## src/rups_map.svh

```systemverilog
// register map, field positions, reset values and timing counts of the power-state controller
`ifndef RUPS_MAP_SVH
`define RUPS_MAP_SVH

// ==========================================================
// clock and timebase
`define RUPS_CLK_NS 50
`define RUPS_MS_NS 1000000
`define RUPS_MS_CYC (`RUPS_MS_NS / `RUPS_CLK_NS)

// ==========================================================
// register byte offsets
`define RUPS_A_CTRL 8'h00
`define RUPS_A_CMD 8'h04
`define RUPS_A_WAKE_TO 8'h08
`define RUPS_A_SLEEP_TO 8'h0c
`define RUPS_A_STATUS 8'h10

// ==========================================================
// field positions
`define RUPS_F_MODE_LO 0
`define RUPS_F_BRIDGE 2
`define RUPS_F_TRAFFIC 3
`define RUPS_F_HSTBY 4
`define RUPS_F_FORCE 0
`define RUPS_F_SI 3
`define RUPS_F_SEC_LO 16

// ==========================================================
// reset values and limits, seconds
`define RUPS_WAKE_DEF 16'h012c
`define RUPS_WAKE_MIN 16'h003c
`define RUPS_WAKE_MAX 16'hfd20
`define RUPS_SLEEP_DEF 16'h000a

// ==========================================================
// times as printed, and their millisecond counts
`define RUPS_BOOT_S 48
`define RUPS_TO_SAVE_S 4
`define RUPS_ARM_S 2
`define RUPS_RELEASE_S 1
`define RUPS_BLINK_WIN_S 10
`define RUPS_BTN_S 1
`define RUPS_SEC_MS 1000
`define RUPS_BOOT_MS (`RUPS_BOOT_S * `RUPS_SEC_MS)
`define RUPS_TO_SAVE_MS (`RUPS_TO_SAVE_S * `RUPS_SEC_MS)
`define RUPS_ARM_MS (`RUPS_ARM_S * `RUPS_SEC_MS)
`define RUPS_RELEASE_MS (`RUPS_RELEASE_S * `RUPS_SEC_MS)
`define RUPS_BLINK_WIN_MS (`RUPS_BLINK_WIN_S * `RUPS_SEC_MS)
`define RUPS_BTN_MS (`RUPS_BTN_S * `RUPS_SEC_MS)
`define RUPS_BLINK_BIT 6

// ==========================================================
// bus responses
`define RUPS_RESP_OK 2'h0
`define RUPS_RESP_ERR 2'h2

`endif

```

## src/rups_pkg.sv

```systemverilog
// types of the power-state controller
package rups_pkg;

  // ==========================================================
  // supply modes; code 3 is not a mode
  typedef enum logic [1:0] {
    MODE_ON = 2'h0,
    MODE_SAVE = 2'h1,
    MODE_SLEEP = 2'h2
  } rups_mode_t;

  // ==========================================================
  // power states
  typedef enum logic [2:0] {
    ST_ON = 3'h0,
    ST_ACTIVE = 3'h1,
    ST_TO_SAVE = 3'h2,
    ST_SAVE = 3'h3,
    ST_BOOT = 3'h4,
    ST_HWBOOT = 3'h5,
    ST_SLEEP_WAIT = 3'h6,
    ST_SLEEP = 3'h7
  } rups_state_t;

endpackage

```

## src/rups_tick.sv

```systemverilog
// millisecond timebase pulse generator
`include "rups_map.svh"

module rups_tick #(
  parameter int unsigned MS_CYCLES = `RUPS_MS_CYC
) (
  // clock and reset
  input wire logic aclk,
  input wire logic aresetn,
  input wire logic ce,
  // one-cycle pulse per millisecond
  output logic ms_tick
);

  localparam int W = $clog2(MS_CYCLES);

  if (MS_CYCLES < 2) begin : g_chk
    $error("rups_tick: MS_CYCLES must be at least 2");
  end

  logic [W-1:0] cnt;

  always_ff @(posedge aclk) begin
    if (!aresetn) begin
      cnt <= '0;
      ms_tick <= 1'b0;
    end else if (ce) begin
      if (cnt == W'(MS_CYCLES - 1)) begin
        cnt <= '0;
        ms_tick <= 1'b1;
      end else begin
        cnt <= cnt + 1'b1;
        ms_tick <= 1'b0;
      end
    end
  end

endmodule

```

## src/rups_ctrl.sv

```systemverilog
// power-state controller of a radio unit with an AXI4-Lite register slave
//
// Functional notes
// - three supply modes: always on (default, no saving), save, sleep
// - save mode has a listen-only low-power state and a fully active state
// - wake from low power boots for 48 s; entering low power takes 4 s
// - rising edge of sleep input wakes from low power; pulses above 50 ms
// - falling edge while active enters low power if input was high 2 s
// - qualifying radio packet wakes from low power; its payload is dropped
// - as bridge, every received radio packet qualifies
// - as router, only packets for own or routed addresses qualify
// - reboot while active stays active and restarts the wake timeout
// - reboot while in low power re-enters low power after the reboot
// - save-mode configuration change while active restarts the wake timeout
// - wake timeout in seconds, default 300, 60..64800; expiry enters low power
// - a command forces low power at any moment; the code acts on it only in the active state
// - optional: radio traffic while active restarts the wake timeout
// - boot after reboot in low power blinks 10 s; 1 s button forces always on
// - sleep mode: grounded sleep input sleeps; waking boots for 48 s
// - sleep entered after a sleep-request timeout, seconds, default 10
// - sleep input released 1 s during that timeout restarts it
// - with hot standby on, save and sleep modes cannot be selected
//
// Implementation choices: the AXI4-Lite interface to the registers and the register offsets.
`include "rups_map.svh"

module rups_ctrl
  import rups_pkg::*;
#(
  parameter int unsigned MS_CYCLES = `RUPS_MS_CYC
) (
  // clock, reset, enable
  input wire logic aclk,
  input wire logic aresetn,
  input wire logic ce,
  // axi4-lite write
  input wire logic [7:0] awaddr,
  input wire logic awvalid,
  output logic awready,
  input wire logic [31:0] wdata,
  input wire logic [3:0] wstrb,
  input wire logic wvalid,
  output logic wready,
  output logic [1:0] bresp,
  output logic bvalid,
  input wire logic bready,
  // axi4-lite read
  input wire logic [7:0] araddr,
  input wire logic arvalid,
  output logic arready,
  output logic [31:0] rdata,
  output logic [1:0] rresp,
  output logic rvalid,
  input wire logic rready,
  // pins
  input wire logic si_pin,
  input wire logic btn_n_pin,
  // radio and system events, same clock
  input wire logic rx_pkt,
  input wire logic rx_dest_hit,
  input wire logic tx_pkt,
  input wire logic reboot_evt,
  // power outputs
  output logic [2:0] power_state,
  output logic led_fast_blink,
  output logic rx_drop
);

  localparam logic [16:0] BOOT_MS = 17'(`RUPS_BOOT_MS);
  localparam logic [16:0] TO_SAVE_MS = 17'(`RUPS_TO_SAVE_MS);
  localparam logic [16:0] BLINK_WIN_MS = 17'(`RUPS_BLINK_WIN_MS);
  localparam logic [16:0] SEC_MS = 17'(`RUPS_SEC_MS);
  localparam logic [10:0] ARM_MS = 11'(`RUPS_ARM_MS);
  localparam logic [10:0] RELEASE_MS = 11'(`RUPS_RELEASE_MS);
  localparam logic [10:0] BTN_MS = 11'(`RUPS_BTN_MS);

  // ==========================================================
  // helpers
  function automatic logic [15:0] merge16(input logic [15:0] old, input logic [31:0] d,
                                          input logic [3:0] s);
    merge16 = {s[1] ? d[15:8] : old[15:8], s[0] ? d[7:0] : old[7:0]};
  endfunction

  function automatic logic [15:0] clamp_wake(input logic [15:0] v);
    if (v < `RUPS_WAKE_MIN) clamp_wake = `RUPS_WAKE_MIN;
    else if (v > `RUPS_WAKE_MAX) clamp_wake = `RUPS_WAKE_MAX;
    else clamp_wake = v;
  endfunction

  // ==========================================================
  // declarations
  rups_state_t state, next_state;
  rups_mode_t mode;
  logic ms_tick;
  logic si_s1, si_s2, si_d, btn_s1, btn_s2;
  logic si_rise, si_fall;
  logic [10:0] hi_ms, btn_ms;
  logic [16:0] tmr_ms;
  logic [15:0] sec_cnt;
  logic bridge, traffic, hstby, force_pls;
  logic [15:0] wake_to, sleep_to;
  logic aw_got, w_got;
  logic [7:0] waddr;
  logic [31:0] wdat;
  logic [3:0] wstb;
  logic do_wr, wr_ctrl, wr_cmd, wr_wake, wr_sleep, cfg_touch;
  logic fall_ok, rx_hit, wake_exp, btn_force, restart, tmr_clr;

  // ==========================================================
  // timebase
  rups_tick #(.MS_CYCLES(MS_CYCLES)) u_tick (
    .aclk(aclk),
    .aresetn(aresetn),
    .ce(ce),
    .ms_tick(ms_tick)
  );

  // ==========================================================
  // pin synchronisers; the first stage feeds only the second
  always_ff @(posedge aclk) begin
    if (!aresetn) begin
      // reset to the open level of the pin so that no false edge follows reset
      si_s1 <= 1'b1;
      si_s2 <= 1'b1;
      si_d <= 1'b1;
      btn_s1 <= 1'b1;
      btn_s2 <= 1'b1;
    end else if (ce) begin
      si_s1 <= si_pin;
      si_s2 <= si_s1;
      si_d <= si_s2;
      btn_s1 <= btn_n_pin;
      btn_s2 <= btn_s1;
    end
  end

  assign si_rise = si_s2 && !si_d;
  assign si_fall = !si_s2 && si_d;

  // ==========================================================
  // level durations in milliseconds, saturating
  always_ff @(posedge aclk) begin
    if (!aresetn) begin
      hi_ms <= '0;
    end else if (ce) begin
      // only high time spent while active or waiting to sleep counts
      if (!si_s2 || !(state inside {ST_ACTIVE, ST_SLEEP_WAIT})) begin
        hi_ms <= '0;
      end else if (ms_tick && hi_ms != ARM_MS) begin
        hi_ms <= hi_ms + 1'b1;
      end
    end
  end

  always_ff @(posedge aclk) begin
    if (!aresetn) begin
      btn_ms <= '0;
    end else if (ce) begin
      if (btn_s2) begin
        btn_ms <= '0;
      end else if (ms_tick && btn_ms != BTN_MS) begin
        btn_ms <= btn_ms + 1'b1;
      end
    end
  end

  // ==========================================================
  // axi4-lite write channels, taken in either order
  assign do_wr = aw_got && w_got && !bvalid;
  assign wr_ctrl = do_wr && waddr == `RUPS_A_CTRL;
  assign wr_cmd = do_wr && waddr == `RUPS_A_CMD;
  assign wr_wake = do_wr && waddr == `RUPS_A_WAKE_TO;
  assign wr_sleep = do_wr && waddr == `RUPS_A_SLEEP_TO;
  assign cfg_touch = wr_ctrl || wr_wake || wr_sleep;

  always_ff @(posedge aclk) begin
    if (!aresetn) begin
      awready <= 1'b0;
      aw_got <= 1'b0;
      waddr <= 8'h00;
    end else if (ce) begin
      if (awvalid && awready) begin
        awready <= 1'b0;
        aw_got <= 1'b1;
        waddr <= awaddr;
      end else if (!aw_got && !bvalid && !awready) begin
        awready <= 1'b1;
      end
      if (do_wr) begin
        aw_got <= 1'b0;
      end
    end
  end

  always_ff @(posedge aclk) begin
    if (!aresetn) begin
      wready <= 1'b0;
      w_got <= 1'b0;
      wdat <= 32'h00000000;
      wstb <= 4'h0;
    end else if (ce) begin
      if (wvalid && wready) begin
        wready <= 1'b0;
        w_got <= 1'b1;
        wdat <= wdata;
        wstb <= wstrb;
      end else if (!w_got && !bvalid && !wready) begin
        wready <= 1'b1;
      end
      if (do_wr) begin
        w_got <= 1'b0;
      end
    end
  end

  always_ff @(posedge aclk) begin
    if (!aresetn) begin
      bvalid <= 1'b0;
      bresp <= `RUPS_RESP_OK;
    end else if (ce) begin
      if (do_wr) begin
        bvalid <= 1'b1;
        bresp <= (cfg_touch || wr_cmd || waddr == `RUPS_A_STATUS) ? `RUPS_RESP_OK : `RUPS_RESP_ERR;
      end else if (bvalid && bready) begin
        bvalid <= 1'b0;
      end
    end
  end

  // ==========================================================
  // axi4-lite read, answer one cycle after the address is taken
  always_ff @(posedge aclk) begin
    if (!aresetn) begin
      arready <= 1'b0;
      rvalid <= 1'b0;
      rdata <= 32'h00000000;
      rresp <= `RUPS_RESP_OK;
    end else if (ce) begin
      if (arvalid && arready) begin
        arready <= 1'b0;
        rvalid <= 1'b1;
        rresp <= `RUPS_RESP_OK;
        unique case (araddr)
          `RUPS_A_CTRL: rdata <= {27'h0, hstby, traffic, bridge, mode};
          `RUPS_A_CMD: rdata <= 32'h00000000;
          `RUPS_A_WAKE_TO: rdata <= {16'h0000, wake_to};
          `RUPS_A_SLEEP_TO: rdata <= {16'h0000, sleep_to};
          `RUPS_A_STATUS: rdata <= {sec_cnt, 12'h000, si_s2, state};
          default: begin
            rdata <= 32'h00000000;
            rresp <= `RUPS_RESP_ERR;
          end
        endcase
      end else if (rvalid && rready) begin
        rvalid <= 1'b0;
      end else if (!rvalid && !arready) begin
        arready <= 1'b1;
      end
    end
  end

  // ==========================================================
  // configuration registers
  assign btn_force = state == ST_HWBOOT && btn_ms == BTN_MS;

  always_ff @(posedge aclk) begin
    if (!aresetn) begin
      mode <= MODE_ON;
      bridge <= 1'b0;
      traffic <= 1'b0;
      hstby <= 1'b0;
      wake_to <= `RUPS_WAKE_DEF;
      sleep_to <= `RUPS_SLEEP_DEF;
      force_pls <= 1'b0;
    end else if (ce) begin
      force_pls <= wr_cmd && wstb[0] && wdat[`RUPS_F_FORCE];
      if (wr_ctrl && wstb[0]) begin
        bridge <= wdat[`RUPS_F_BRIDGE];
        traffic <= wdat[`RUPS_F_TRAFFIC];
        hstby <= wdat[`RUPS_F_HSTBY];
        // a reserved mode code leaves the mode unchanged
        if (wdat[`RUPS_F_HSTBY]) begin
          mode <= MODE_ON;
        end else if (wdat[1:0] != 2'h3) begin
          mode <= rups_mode_t'(wdat[1:0]);
        end
      end
      if (btn_force) begin
        mode <= MODE_ON;
      end
      if (wr_wake) begin
        wake_to <= clamp_wake(merge16(wake_to, wdat, wstb));
      end
      if (wr_sleep) begin
        sleep_to <= merge16(sleep_to, wdat, wstb);
      end
    end
  end

  // ==========================================================
  // state machine
  assign rx_hit = rx_pkt && (bridge || rx_dest_hit);
  assign fall_ok = si_fall && hi_ms == ARM_MS;
  assign wake_exp = sec_cnt >= wake_to;

  always_comb begin
    next_state = state;
    unique case (state)
      ST_ON: begin
        if (mode == MODE_SAVE) next_state = ST_ACTIVE;
        else if (mode == MODE_SLEEP && !si_s2) next_state = ST_SLEEP_WAIT;
      end
      ST_ACTIVE: begin
        // a reboot here keeps the state; the timer restart is done below
        if (mode != MODE_SAVE) next_state = ST_ON;
        else if (reboot_evt) next_state = ST_ACTIVE;
        else if (force_pls || fall_ok || wake_exp) next_state = ST_TO_SAVE;
      end
      ST_TO_SAVE: begin
        if (reboot_evt) next_state = ST_HWBOOT;
        else if (ms_tick && tmr_ms >= TO_SAVE_MS - 1'b1) next_state = ST_SAVE;
      end
      ST_SAVE: begin
        if (reboot_evt) next_state = ST_HWBOOT;
        else if (si_rise || rx_hit) next_state = ST_BOOT;
      end
      ST_BOOT: begin
        if (ms_tick && tmr_ms >= BOOT_MS - 1'b1) begin
          next_state = mode == MODE_SAVE ? ST_ACTIVE : ST_ON;
        end
      end
      ST_HWBOOT: begin
        if (btn_force) next_state = ST_ON;
        else if (ms_tick && tmr_ms >= BLINK_WIN_MS - 1'b1) next_state = ST_SAVE;
      end
      ST_SLEEP_WAIT: begin
        if (mode != MODE_SLEEP || hi_ms >= RELEASE_MS) next_state = ST_ON;
        else if (sec_cnt >= sleep_to) next_state = ST_SLEEP;
      end
      ST_SLEEP: begin
        if (si_s2) next_state = ST_BOOT;
      end
    endcase
  end

  always_ff @(posedge aclk) begin
    if (!aresetn) begin
      state <= ST_ON;
    end else if (ce) begin
      state <= next_state;
    end
  end

  // ==========================================================
  // timers: milliseconds in the state, seconds where a timeout runs
  assign restart = state == ST_ACTIVE &&
                   (reboot_evt || cfg_touch || (traffic && (rx_pkt || tx_pkt)));
  assign tmr_clr = next_state != state || restart;

  always_ff @(posedge aclk) begin
    if (!aresetn) begin
      tmr_ms <= '0;
      sec_cnt <= '0;
    end else if (ce) begin
      if (tmr_clr) begin
        tmr_ms <= '0;
        sec_cnt <= '0;
      end else if (ms_tick) begin
        if (state inside {ST_ACTIVE, ST_SLEEP_WAIT} && tmr_ms == SEC_MS - 1'b1) begin
          tmr_ms <= '0;
          if (sec_cnt != 16'hffff) sec_cnt <= sec_cnt + 1'b1;
        end else if (tmr_ms != 17'h1ffff) begin
          tmr_ms <= tmr_ms + 1'b1;
        end
      end
    end
  end

  // ==========================================================
  // registered outputs
  always_ff @(posedge aclk) begin
    if (!aresetn) begin
      power_state <= ST_ON;
      led_fast_blink <= 1'b0;
      rx_drop <= 1'b0;
    end else if (ce) begin
      power_state <= next_state;
      led_fast_blink <= state == ST_HWBOOT && tmr_ms[`RUPS_BLINK_BIT];
      // the waking packet only wakes; its payload is never delivered
      rx_drop <= state == ST_SAVE && rx_hit && !reboot_evt;
    end
  end
endmodule

```

## config.mk

```make
export PLATFORM = sky130hd
export DESIGN_NAME = rups_ctrl
export DESIGN_NICKNAME = d
export VERILOG_FILES = /design/src/rups_pkg.sv /design/src/rups_tick.sv /design/src/rups_ctrl.sv
export VERILOG_INCLUDE_DIRS = /design/src /design/src/src
export SDC_FILE = /design/constraint.sdc
export NUM_CORES = 1
export LEC_CHECK = 0
export CAP_MARGIN = 40
export CORE_UTILIZATION = 43
export DETAILED_ROUTE_END_ITERATION = 8
export DONT_BUFFER_PORTS = 1
export PLACE_DENSITY_LB_ADDON = 0.05
export SYNTH_ARGS = -nofsm -noshare
export SYNTH_HDL_FRONTEND = slang
export SYNTH_SLANG_ARGS = --single-unit
```

## constraint.sdc

```tcl
create_clock -name aclk -period 2.8 [get_ports aclk]
set_input_delay 0.28 -clock aclk [delete_from_list [all_inputs] [get_ports aclk]]
set_output_delay 0.28 -clock aclk [all_outputs]
set_load 0.02 [all_outputs]
```

==> results.toml, run 1 <==
[status]
status = "finished clean"

[route]
routed_via_density = 5.627
wl_per_cell_um = 18.60
first_iter_violations = 544
dr_total_vias = 9054
drcViolationCount = 0
detail-route-antenna-nets = 0
wirelength_um = 29920
first_pass_iters = 7

[hold_path]
holdCritPathClass = "primary input to flop"
worstHoldPathCells = 1

[power_and_ir_drop]
power-per-cell-area_mw_per_mm2 = 680.9
worst_voltage_drop_across_the_vdd_grid_v = 0.0003567
leakage_nw = 4.573

[placement]
place_ws_ps = -227.0
port_buffers = 0
gp_weighted_congestion = 0.8296
hpwl_um = 19850
numPlacedInstances = 1525

[sta]
timing_max_transition_violations_final = 0
final-setup-viol-count = 0
fmaxAchievable_ghz = 0.3668
timing.final.ws_setup_ps = 73.63
clock-skew-final_ps = 14.20
timing_worst_slew_pin_value_ps = 916.0
timing_hold_violations_final = 0
max_slew_margin = 0.3873
total_neg_setup_slack_ps = 0
timing.final.crit_share = 0.9737
final.min_clock_period_ps = 2726

[global_routing]
grt.met1_usage = 0.3193
grt_max_degree = 54
grt-busiest-layer = "met2"
first_global_vias = 8453
antenna_violations_before_repair = 1
overflow_left_after_global_routing = 0
grt.met2_usage = 0.4141
groute.layer.met3.usage = 0.04932
grt_pass1_wl_um = 45640
grt_util_all_layers = 0.2468

[die]
num_io_pins = 112
design.die.area_sq_mm = 0.02375
initial_utilization = 0.4395
core_ar_sq_mm = 0.02264
rows = 55
dieWidth_um = 154.1
die_h_um = 154.1

[synthesis]
yosysSeqAreaShare = 0.3742
synth-edff-count = 0
syn_area_per_cell_sq_um = 8.231
synth-seq-cells = 186
synth-main-ff-cell = "sky130_fd_sc_hd__dfxtp_1"
yosys_warnings = 0
synth_async_sr_flop_share = 0
syn-instance-count = 1209
synthDistinctLibCells = 72
synth.cell_area_sq_mm = 0.009951

[setup_path]
crit_fanout = 7
critPathCaptureType = "flop"
critical_path_arrival_ps = 3090
timing.critical_path.required_ps = 3160
cp-start-kind = "flop"
class_of_the_most_critical_setup_path = "flop to flop"
rrSetupSlack_ps = 70
r2r_cells = 14

[clock_tree]
buffers_from_clock_root_to_sink_at_most = 2
clk_pin_slew_ps = 70
tritoncts = "yes"
numCtsBuffers = 17
root_buffer = "sky130_fd_sc_hd__clkbuf_16"
insertion_delay_ps = 440
cts.sinks = 186
cts.htree.levels = 4

[final_layout]
share_of_post_route_cells_with_drive_strength_above_1 = 0.1397
layout_common_cells = "sky130_fd_sc_hd__dfxtp_1, sky130_fd_sc_hd__nand2_1, sky130_fd_sc_hd__buf_4"
finalNonFillerCells = 1609
net_total_in_the_final_layout = 1417
n_antenna_cell = 0
p_r_area_growth_vs_syn_pct = 22.92
most_common_cell_after_layout_fill_and_taps_aside = "sky130_fd_sc_hd__dfxtp_1"

[flow_run]
cap_violations = 0
## layout make-up
type	instances	area (sq um)
Timing Repair Buffer	148	1393
Clock inverter	13	175.2
Clock buffer	19	442.9
Tap cell	285	356.6
Multi-Input combinational cell	896	5907
Inverter	62	232.7
Fill cell	2154	10410
Sequential cell	186	3725
## synth_stat cells, types with 4 or more instances
cell type,number,share of area
sky130_fd_sc_hd__buf_4,5,0.0038
sky130_fd_sc_hd__ha_1,40,0.050
sky130_fd_sc_hd__a21boi_0,45,0.034
sky130_fd_sc_hd__mux2i_1,42,0.042
sky130_fd_sc_hd__a22oi_1,27,0.020
sky130_fd_sc_hd__and3_1,19,0.012
sky130_fd_sc_hd__o211a_1,7,0.0070
sky130_fd_sc_hd__nor4_1,9,0.0057
sky130_fd_sc_hd__a211oi_1,7,0.0053
sky130_fd_sc_hd__buf_2,10,0.0050
sky130_fd_sc_hd__o31ai_1,4,0.0030
sky130_fd_sc_hd__a21oi_1,42,0.021
sky130_fd_sc_hd__o21ai_0,46,0.023
sky130_fd_sc_hd__o22ai_1,4,0.0025
sky130_fd_sc_hd__xnor2_1,11,0.0097
sky130_fd_sc_hd__a21o_1,6,0.0045
sky130_fd_sc_hd__nand4b_1,5,0.0044
sky130_fd_sc_hd__o221ai_1,12,0.011
sky130_fd_sc_hd__and2_1,10,0.0063
sky130_fd_sc_hd__a31oi_1,24,0.015
sky130_fd_sc_hd__o41ai_1,4,0.0035
sky130_fd_sc_hd__and4_1,7,0.0062
sky130_fd_sc_hd__nor2b_1,57,0.036
sky130_fd_sc_hd__nand3b_1,5,0.0038
sky130_fd_sc_hd__nor3_1,29,0.015
sky130_fd_sc_hd__nand3_1,44,0.022
sky130_fd_sc_hd__o211ai_1,13,0.0098
sky130_fd_sc_hd__nor2_1,80,0.030
sky130_fd_sc_hd__buf_1,4,0.0015
sky130_fd_sc_hd__xor2_1,16,0.014
sky130_fd_sc_hd__clkbuf_1,44,0.017
sky130_fd_sc_hd__nand2_1,161,0.061
sky130_fd_sc_hd__o2111ai_1,5,0.0044
sky130_fd_sc_hd__a41oi_1,7,0.0062
sky130_fd_sc_hd__inv_1,62,0.023
sky130_fd_sc_hd__dfxtp_1,186,0.37
sky130_fd_sc_hd__nand4_1,36,0.023
sky130_fd_sc_hd__or3_1,9,0.0057
sky130_fd_sc_hd__nand2b_1,14,0.0088
sky130_fd_sc_hd__o21a_1,5,0.0038
## repair_timing
action | CTS | global route
buffers inserted | 3 | 8
endpoints found under the hold margin | 81 | 0
hold buffers | 36 | 0
endpoints found under the setup margin | 31 | 33
resized for setup | 2 | 37
gates cloned | 0 | 5
pin swaps | 2 | 16
## cells by family after synthesis
| logic type | count (synthesis) | share of synthesized area |
|---|---|---|
| muxes | 42 | 0.04225 |
| other | 1 | 0.0003769 |
| and+or+nand+nor | 509 | 0.2620 |
| DFF | 186 | 0.3742 |
| adders and majority gates | 40 | 0.05030 |
| AOI/OAI and AO/OA | 276 | 0.1940 |
| xor gates and xnor gates | 27 | 0.02376 |
| buffers and inverters | 128 | 0.05306 |
## per-layer routing
| metal | vias up | share of wire |
|---|---|---|
| met5 | - | 0.00057 |
| met4 | 2 | 0.017 |
| met3 | 35 | 0.045 |
| met2 | 202 | 0.48 |
| met1 | 4257 | 0.46 |
| li1 | 4558 | - |
## final timing paths
| kind | startpoint | endpoint |
|---|---|---|
| min | aresetn | mode[0]$_SDFFE_PN0P_ |
| max | wake_to[15]$_SDFFE_PN0P_ | sec_cnt[13]$_SDFFE_PN0P_ |
| min reg2reg | waddr[7]$_SDFFE_PN0P_ | waddr[7]$_SDFFE_PN0P_ |
| max reg2reg | wake_to[15]$_SDFFE_PN0P_ | sec_cnt[13]$_SDFFE_PN0P_ |
## metrics by stage
step	power, W	hold WS, ps	utilization	cell area [sq um]
3_5_place_dp	0.004831	372.7	0.4778	10820
3_3_place_gp	0.004809	366.2	0.4778	10820
2_1_floorplan	0.004140	408.4	-	9955
4_1_cts	0.007490	0.6397	0.5226	11830
5_1_grt	0.008678	6.027	0.5403	12230
6_report	0.008328	16.57	0.5403	12230
## flip-flops by register name, indices dropped and copies added (netlist names), 2 cells and up
signal / count
btn_ms: 11
hi_ms: 11
tmr_ms: 17
wake_to: 16
u_tick.cnt: 15
power_state: 3
wstb: 2
wdat: 16
rdata: 32
waddr: 8
sec_cnt: 16
mode: 2
sleep_to: 16
## power by group
part / leakage (nW) / internal [W] / switching, W / total [W]
combinational: 2.77 / 0.00150 / 0.00144 / 0.00294
clock: 0.299 / 0.00138 / 0.00119 / 0.00257
sequential: 1.50 / 0.00271 / 0.000102 / 0.00282
total: 4.57 / 0.00560 / 0.00273 / 0.00833
## worst max-delay path, stage by stage, from the launching register on
cell and delay, ps:
sky130_fd_sc_hd__dfxtp_1 330, sky130_fd_sc_hd__inv_1 70, sky130_fd_sc_hd__ha_1 220, sky130_fd_sc_hd__nor2_4 140, sky130_fd_sc_hd__o41ai_2 110, sky130_fd_sc_hd__buf_4 160
sky130_fd_sc_hd__a211oi_1 210, sky130_fd_sc_hd__buf_4 180, sky130_fd_sc_hd__o2111ai_2 140, sky130_fd_sc_hd__a221oi_2 370, sky130_fd_sc_hd__a21o_4 190, sky130_fd_sc_hd__buf_12 130
sky130_fd_sc_hd__buf_12 120, sky130_fd_sc_hd__o211ai_1 110, sky130_fd_sc_hd__a31oi_1 170
(Power assumes the default switching activity.)
==> run 2: changes to the inputs <==
--- a/config.mk
+++ b/config.mk
@@ -10,7 +10,8 @@
 export CORE_UTILIZATION = 43
 export DETAILED_ROUTE_END_ITERATION = 8
 export DONT_BUFFER_PORTS = 1
-export PLACE_DENSITY_LB_ADDON = 0.05
+export SETUP_SLACK_MARGIN = 0.3
+export SKIP_LAST_GASP = 1
 export SYNTH_ARGS = -nofsm -noshare
 export SYNTH_HDL_FRONTEND = slang
 export SYNTH_SLANG_ARGS = --single-unit
==> results.toml, run 2 (same netlist as run 1, synthesis figures left out) <==
[setup_path]
cp_cell_sequence = "or4_4 -> a2111oi_4 -> nor2_2 -> o221ai_4 -> o311ai_4 -> buf_4 -> nor3_4 -> buf_6 -> clkbuf_16 -> nand4_1 -> o221ai_1"
crit_fanout = 6
critical_path_arrival_ps = 3030
worst_path_max_stage_delay_ps = 530
slowest_stage_cell_crit_path = "sky130_fd_sc_hd__or4_4"
worstReg2RegStart = "tmr_ms[5]$_SDFFE_PN0P_"
timing.critical_path.required_ps = 3170
first_element_of_the_critical_path = "tmr_ms[5]$_SDFFE_PN0P_"
cp-start-kind = "flop"
class_of_the_most_critical_setup_path = "flop to flop"
critPathCaptureType = "flop"

[global_routing]
overflow_left_after_global_routing = 0
antenna_violations_before_repair = 0
grt_pass1_wl_um = 46000
grt_max_degree = 55
first_global_vias = 8722
grt_util_all_layers = 0.2450

[flow_run]
cap_violations = 0

[sta]
total_neg_setup_slack_ps = 0
timing_worst_slew_pin_value_ps = 708.5
fmaxAchievable_ghz = 0.3752
timing_max_transition_violations_final = 0
final-setup-viol-count = 0
final.min_clock_period_ps = 2665
clock-skew-final_ps = 12.48
timing.final.crit_share = 0.9518
timing_hold_violations_final = 0
grt_setup_unrepaired = "yes"
finalHoldWorstSlack_ps = 10.81
max_slew_margin = 0.5264

[route]
first_pass_iters = 7
wirelength_um = 29050
wl_per_cell_um = 18.17
first_iter_violations = 640
detail-route-antenna-nets = 0
routed_via_density = 5.746
drcViolationCount = 0
dr_total_vias = 9188

[die]
design.die.area_sq_mm = 0.02375
die_h_um = 154.1
core_ar_sq_mm = 0.02264
dieWidth_um = 154.1
num_io_pins = 112
rows = 55
initial_utilization = 0.4395

[power_and_ir_drop]
worst_voltage_drop_across_the_vdd_grid_v = 0.0004448
switching_power_w = 0.002666
p_seq_frac = 0.349
netSwitchingFraction = 0.3308
leakage_nw = 4.527
comb_power_share = 0.334
power_frac_clock = 0.317
power.internal_w = 0.005394
power-per-cell-area_mw_per_mm2 = 653.9

[final_layout]
p_r_area_growth_vs_syn_pct = 23.87
layout_common_cells = "sky130_fd_sc_hd__dfxtp_1, sky130_fd_sc_hd__nand2_1, sky130_fd_sc_hd__buf_4"
layout_top_registers = "rdata x32, tmr_ms x17"
share_of_post_route_cells_with_drive_strength_above_1 = 0.1613
net_total_in_the_final_layout = 1407
top_register = "rdata"
flip_flop_count_of_the_largest_register_all_copies_and_words_added = 32
most_common_cell_after_layout_fill_and_taps_aside = "sky130_fd_sc_hd__dfxtp_1"
n_antenna_cell = 0

[placement]
gp_weighted_congestion = 0.8512
port_buffers = 0
hpwl_um = 19470

[clock_tree]
numCtsBuffers = 17
tritoncts = "yes"
buffers_from_clock_root_to_sink_at_most = 2
clk_pin_slew_ps = 70
root_buffer = "sky130_fd_sc_hd__clkbuf_16"
cts.sinks = 186
insertion_delay_ps = 450
cts.htree.levels = 4

[status]
status = "finished clean"

[hold_path]
holdCritPathClass = "primary input to flop"
holdCritStartpoint = "araddr[4]"
-- run 2: changes by cell type in the layout (fill, tap and decap cells not counted), sizes merged --
cell / change
inv: -2
dlygate4sd3: -8
clkinvlp: +1
buf: -1
clkinv: +2
clkbuf: -2
-- run 2: repair_timing --
item,in CTS,in global routing
endpoints found under the setup margin,33,40
gates cloned,2,3
hold endpoints to repair,81,1
hold buffers,29,1
pin swaps,6,20
buffers inserted,7,5
gates resized for setup,30,38
-- run 2: path summary, 6_finish.rpt --
path | slack (ps) | to | cells past startpoint
worst max-delay path | 130 | tmr_ms[11]$_SDFFE_PN0P_ | 11
worst min-delay path | 10 | rresp[1]$_SDFFE_PN0P_ | 2
worst max register to register | 130 | tmr_ms[11]$_SDFFE_PN0P_ | 11
worst min register to register | 460 | waddr[7]$_SDFFE_PN0P_ | 2
-- run 2: through the flow --
stage / cell area, sq um / instances / setup slack [ps] / utilization / total power [W]
finish: 12330 / 1599 / 134.9 / 0.5444 / 0.008060
global route: 12330 / 1599 / 17.23 / 0.5444 / 0.008354
CTS: 12000 / 1590 / 145.0 / 0.5302 / 0.007749
detailed placement: 10790 / 1520 / 8.658 / 0.4767 / 0.004701
global placement: 10790 / 1520 / 30.65 / 0.4767 / 0.004674
floorplan: 10010 / 1210 / 303.1 / - / 0.004249
-- run 2: worst max-delay path: cells and delay by family, from the launching register on --
kind / cells / cell delay, ps
buffers and inverters: 3 / 470
AND/OR/NAND/NOR: 4 / 950
flip-flops: 1 / 340
AO/OA/AOI/OAI: 4 / 820
-- run 2: layer usage --
layer / track usage / routed length (um)
met5: 0 / 0
met3: 0.04087 / 1530
met4: 0.09000 / 544
met2: 0.4093 / 13850
met1: 0.3167 / 13130
-- run 2: area by class of cell --
class	count	area, sq um
fill	2011	10310
multi-input combinational	896	6046
sequential	186	3745
timing repair buffer	138	1329
clock buffer	18	429.2
tap	285	356.6
inverter	62	235.2
clock inverter	14	185.2
-- run 2: power groups by stage --
stage | sequential (W) | combinational, W | clock [W]
2_1_floorplan | 0.00286 | 0.00139 | 0
3_3_place_gp | 0.00287 | 0.00180 | 0
3_5_place_dp | 0.00287 | 0.00183 | 0
4_1_cts | 0.00281 | 0.00236 | 0.00258
5_1_grt | 0.00282 | 0.00286 | 0.00267
6_report | 0.00282 | 0.00269 | 0.00255
==> run 3: changes to the inputs <==
==> constraint.sdc (replaced) <==
create_clock -name aclk -period 3.08 [get_ports aclk]
set_input_delay 0.308 -clock aclk [delete_from_list [all_inputs] [get_ports aclk]]
set_output_delay 0.308 -clock aclk [all_outputs]
set_load 0.02 [all_outputs]
==> results.toml, run 3 (same netlist as run 1, synthesis figures left out) <==
[setup_path]
cp_cell_sequence = "ha_1 -> nand4_1 -> o41ai_2 -> o21ai_1 -> and4_1 -> a21o_1 -> buf_6 -> buf_6 -> a21oi_4 -> buf_12 -> o221ai_1"
timing.critical_path.required_ps = 3390
slowest_stage_cell_crit_path = "sky130_fd_sc_hd__dfxtp_1"
first_element_of_the_critical_path = "sec_cnt[10]$_SDFFE_PN0P_"
cp-start-kind = "flop"
timing.critical_path.buf_inv = 3
worstReg2RegStart = "sec_cnt[10]$_SDFFE_PN0P_"
timing.critical_path.mode_cell = "sky130_fd_sc_hd__buf_6"
critPathCaptureType = "flop"
crit_fanout = 7
critPathTopFamily = "compound AO/OA/AOI/OAI gates"
worst_path_max_stage_delay_ps = 400
class_of_the_most_critical_setup_path = "flop to flop"
critical_path_arrival_ps = 3060

[sta]
timing_max_transition_violations_final = 0
total_neg_setup_slack_ps = 0
timing_hold_violations_final = 0
final.min_clock_period_ps = 2754
timing.final.crit_share = 0.8943
clock-skew-final_ps = 15.89
fmaxAchievable_ghz = 0.3631
timing_worst_slew_pin_value_ps = 719.8
max_slew_margin = 0.5188
final-setup-viol-count = 0
grt_setup_unrepaired = "yes"
finalHoldWorstSlack_ps = 2.980

[final_layout]
n_antenna_cell = 0
share_of_post_route_cells_with_drive_strength_above_1 = 0.1095
finalNonFillerCells = 1527
net_total_in_the_final_layout = 1335
top_register = "rdata"
most_common_cell_after_layout_fill_and_taps_aside = "sky130_fd_sc_hd__dfxtp_1"
p_r_area_growth_vs_syn_pct = 14.66
layout_common_cells = "sky130_fd_sc_hd__dfxtp_1, sky130_fd_sc_hd__nand2_1, sky130_fd_sc_hd__nor2_1"
regArea_sq_mm = 0.003734
multi_input_comb_area_sq_mm = 0.005871
flip_flop_count_of_the_largest_register_all_copies_and_words_added = 32
layout_top_registers = "rdata x32, tmr_ms x17"
n_fill_cell = 2182

[placement]
numPlacedInstances = 1478
port_buffers = 0
gp_weighted_congestion = 0.8537
hpwl_um = 18680

[route]
wirelength_um = 26970
drcViolationCount = 0
wl_per_cell_um = 17.66
first_iter_violations = 566
first_pass_iters = 5
routed_via_density = 5.718
detail-route-antenna-nets = 0
dr_total_vias = 8732

[global_routing]
grt_util_all_layers = 0.2205
overflow_left_after_global_routing = 0
grt_max_degree = 117
grt_pass1_wl_um = 41550
first_global_vias = 7993
antenna_violations_before_repair = 0

[power_and_ir_drop]
leakage_nw = 4.109
worst_voltage_drop_across_the_vdd_grid_v = 0.0004067
power-per-cell-area_mw_per_mm2 = 601.1

[flow_run]
cap_violations = 0

[die]
die_h_um = 154.1
core_ar_sq_mm = 0.02264
initial_utilization = 0.4395
design.die.area_sq_mm = 0.02375
num_io_pins = 112
dieWidth_um = 154.1
rows = 55

[clock_tree]
cts.htree.levels = 4
numCtsBuffers = 17
insertion_delay_ps = 440
clk_pin_slew_ps = 70
buffers_from_clock_root_to_sink_at_most = 2
cts.sinks = 186
tritoncts = "yes"
root_buffer = "sky130_fd_sc_hd__clkbuf_16"

[hold_path]
holdCritPathClass = "primary input to flop"
holdCritStartpoint = "awaddr[5]"

[status]
status = "finished clean"
==> run 3: cell count changes in the layout (fill, tap and decap cells not counted), sizes merged <==
cell | previous run | this run
bufinv | 2 | 1
clkbuf | 21 | 22
clkinvlp | 2 | 4
clkinv | 6 | 4
buf | 108 | 57
dlygate4sd3 | 27 | 6
==> run 3: what timing repair did <==
action,CTS,global route
setup buffers,2,5
hold buffers,5,1
pin swaps,3,12
endpoints found under the setup margin,28,33
resized for setup,7,38
endpoints found under the hold margin,13,1
cloned,0,4
==> run 3: final timing paths <==
kind                                  to  slack, ps  cells after the start
setup / recovery  tmr_ms[2]$_SDFFE_PN0P_        330                     11
hold / removal     waddr[5]$_SDFFE_PN0P_          3                      2
setup reg to reg  tmr_ms[2]$_SDFFE_PN0P_        330                     11
hold reg to reg    waddr[6]$_SDFFE_PN0P_        460                      2
==> run 3: report_power, final <==
group | internal, W | total [W] | switching (W)
registers | 0.00247 | 0.00259 | 0.000120
logic | 0.000952 | 0.00207 | 0.00112
clock network | 0.00116 | 0.00220 | 0.00104
total | 0.00458 | 0.00686 | 0.00228
==> run 3: final cells by class <==
| class | instances | share of cell area |
|---|---|---|
| flip-flops and latches | 186 | 0.3272 |
| inverters | 62 | 0.02062 |
| clock buffers | 19 | 0.03882 |
| multi-input cells | 896 | 0.5145 |
| well taps | 285 | 0.03125 |
| clock inverters | 13 | 0.01217 |
| repair buffers | 66 | 0.05538 |
==> run 3: worst register-to-register path: cells and delay by family, from the launching register on <==
kind / cells / cell delay [ps]
AOI/OAI and AO/OA: 5 / 1080
buffers and inverters: 3 / 410
DFF: 1 / 400
and+or+nand+nor: 2 / 400
adders and majority gates: 1 / 330
==> run 3: layer usage <==
layer | share of wire | global-route usage | vias to the layer above
met3 | 0.037 | 0.03749 | 36
met2 | 0.48 | 0.3714 | 163
met1 | 0.46 | 0.2846 | 4147
met5 | 0 | 0 | -
li1 | - | - | 4386
met4 | 0.019 | 0.07429 | 0
==> run 3: metrics by stage <==
| step | cell area [sq um] | worst slack, ps | util | total power [W] |
|---|---|---|---|---|
| 3_5_place_dp | 10430 | 74.28 | 0.4606 | 0.004131 |
| 5_1_grt | 11410 | 219.7 | 0.5040 | 0.007142 |
| 6_report | 11410 | 325.6 | 0.5040 | 0.006859 |
| 4_1_cts | 11110 | 284.7 | 0.4908 | 0.006420 |
| 2_1_floorplan | 9955 | 347.7 | - | 0.003764 |
| 3_3_place_gp | 10430 | 110.9 | 0.4606 | 0.004115 |
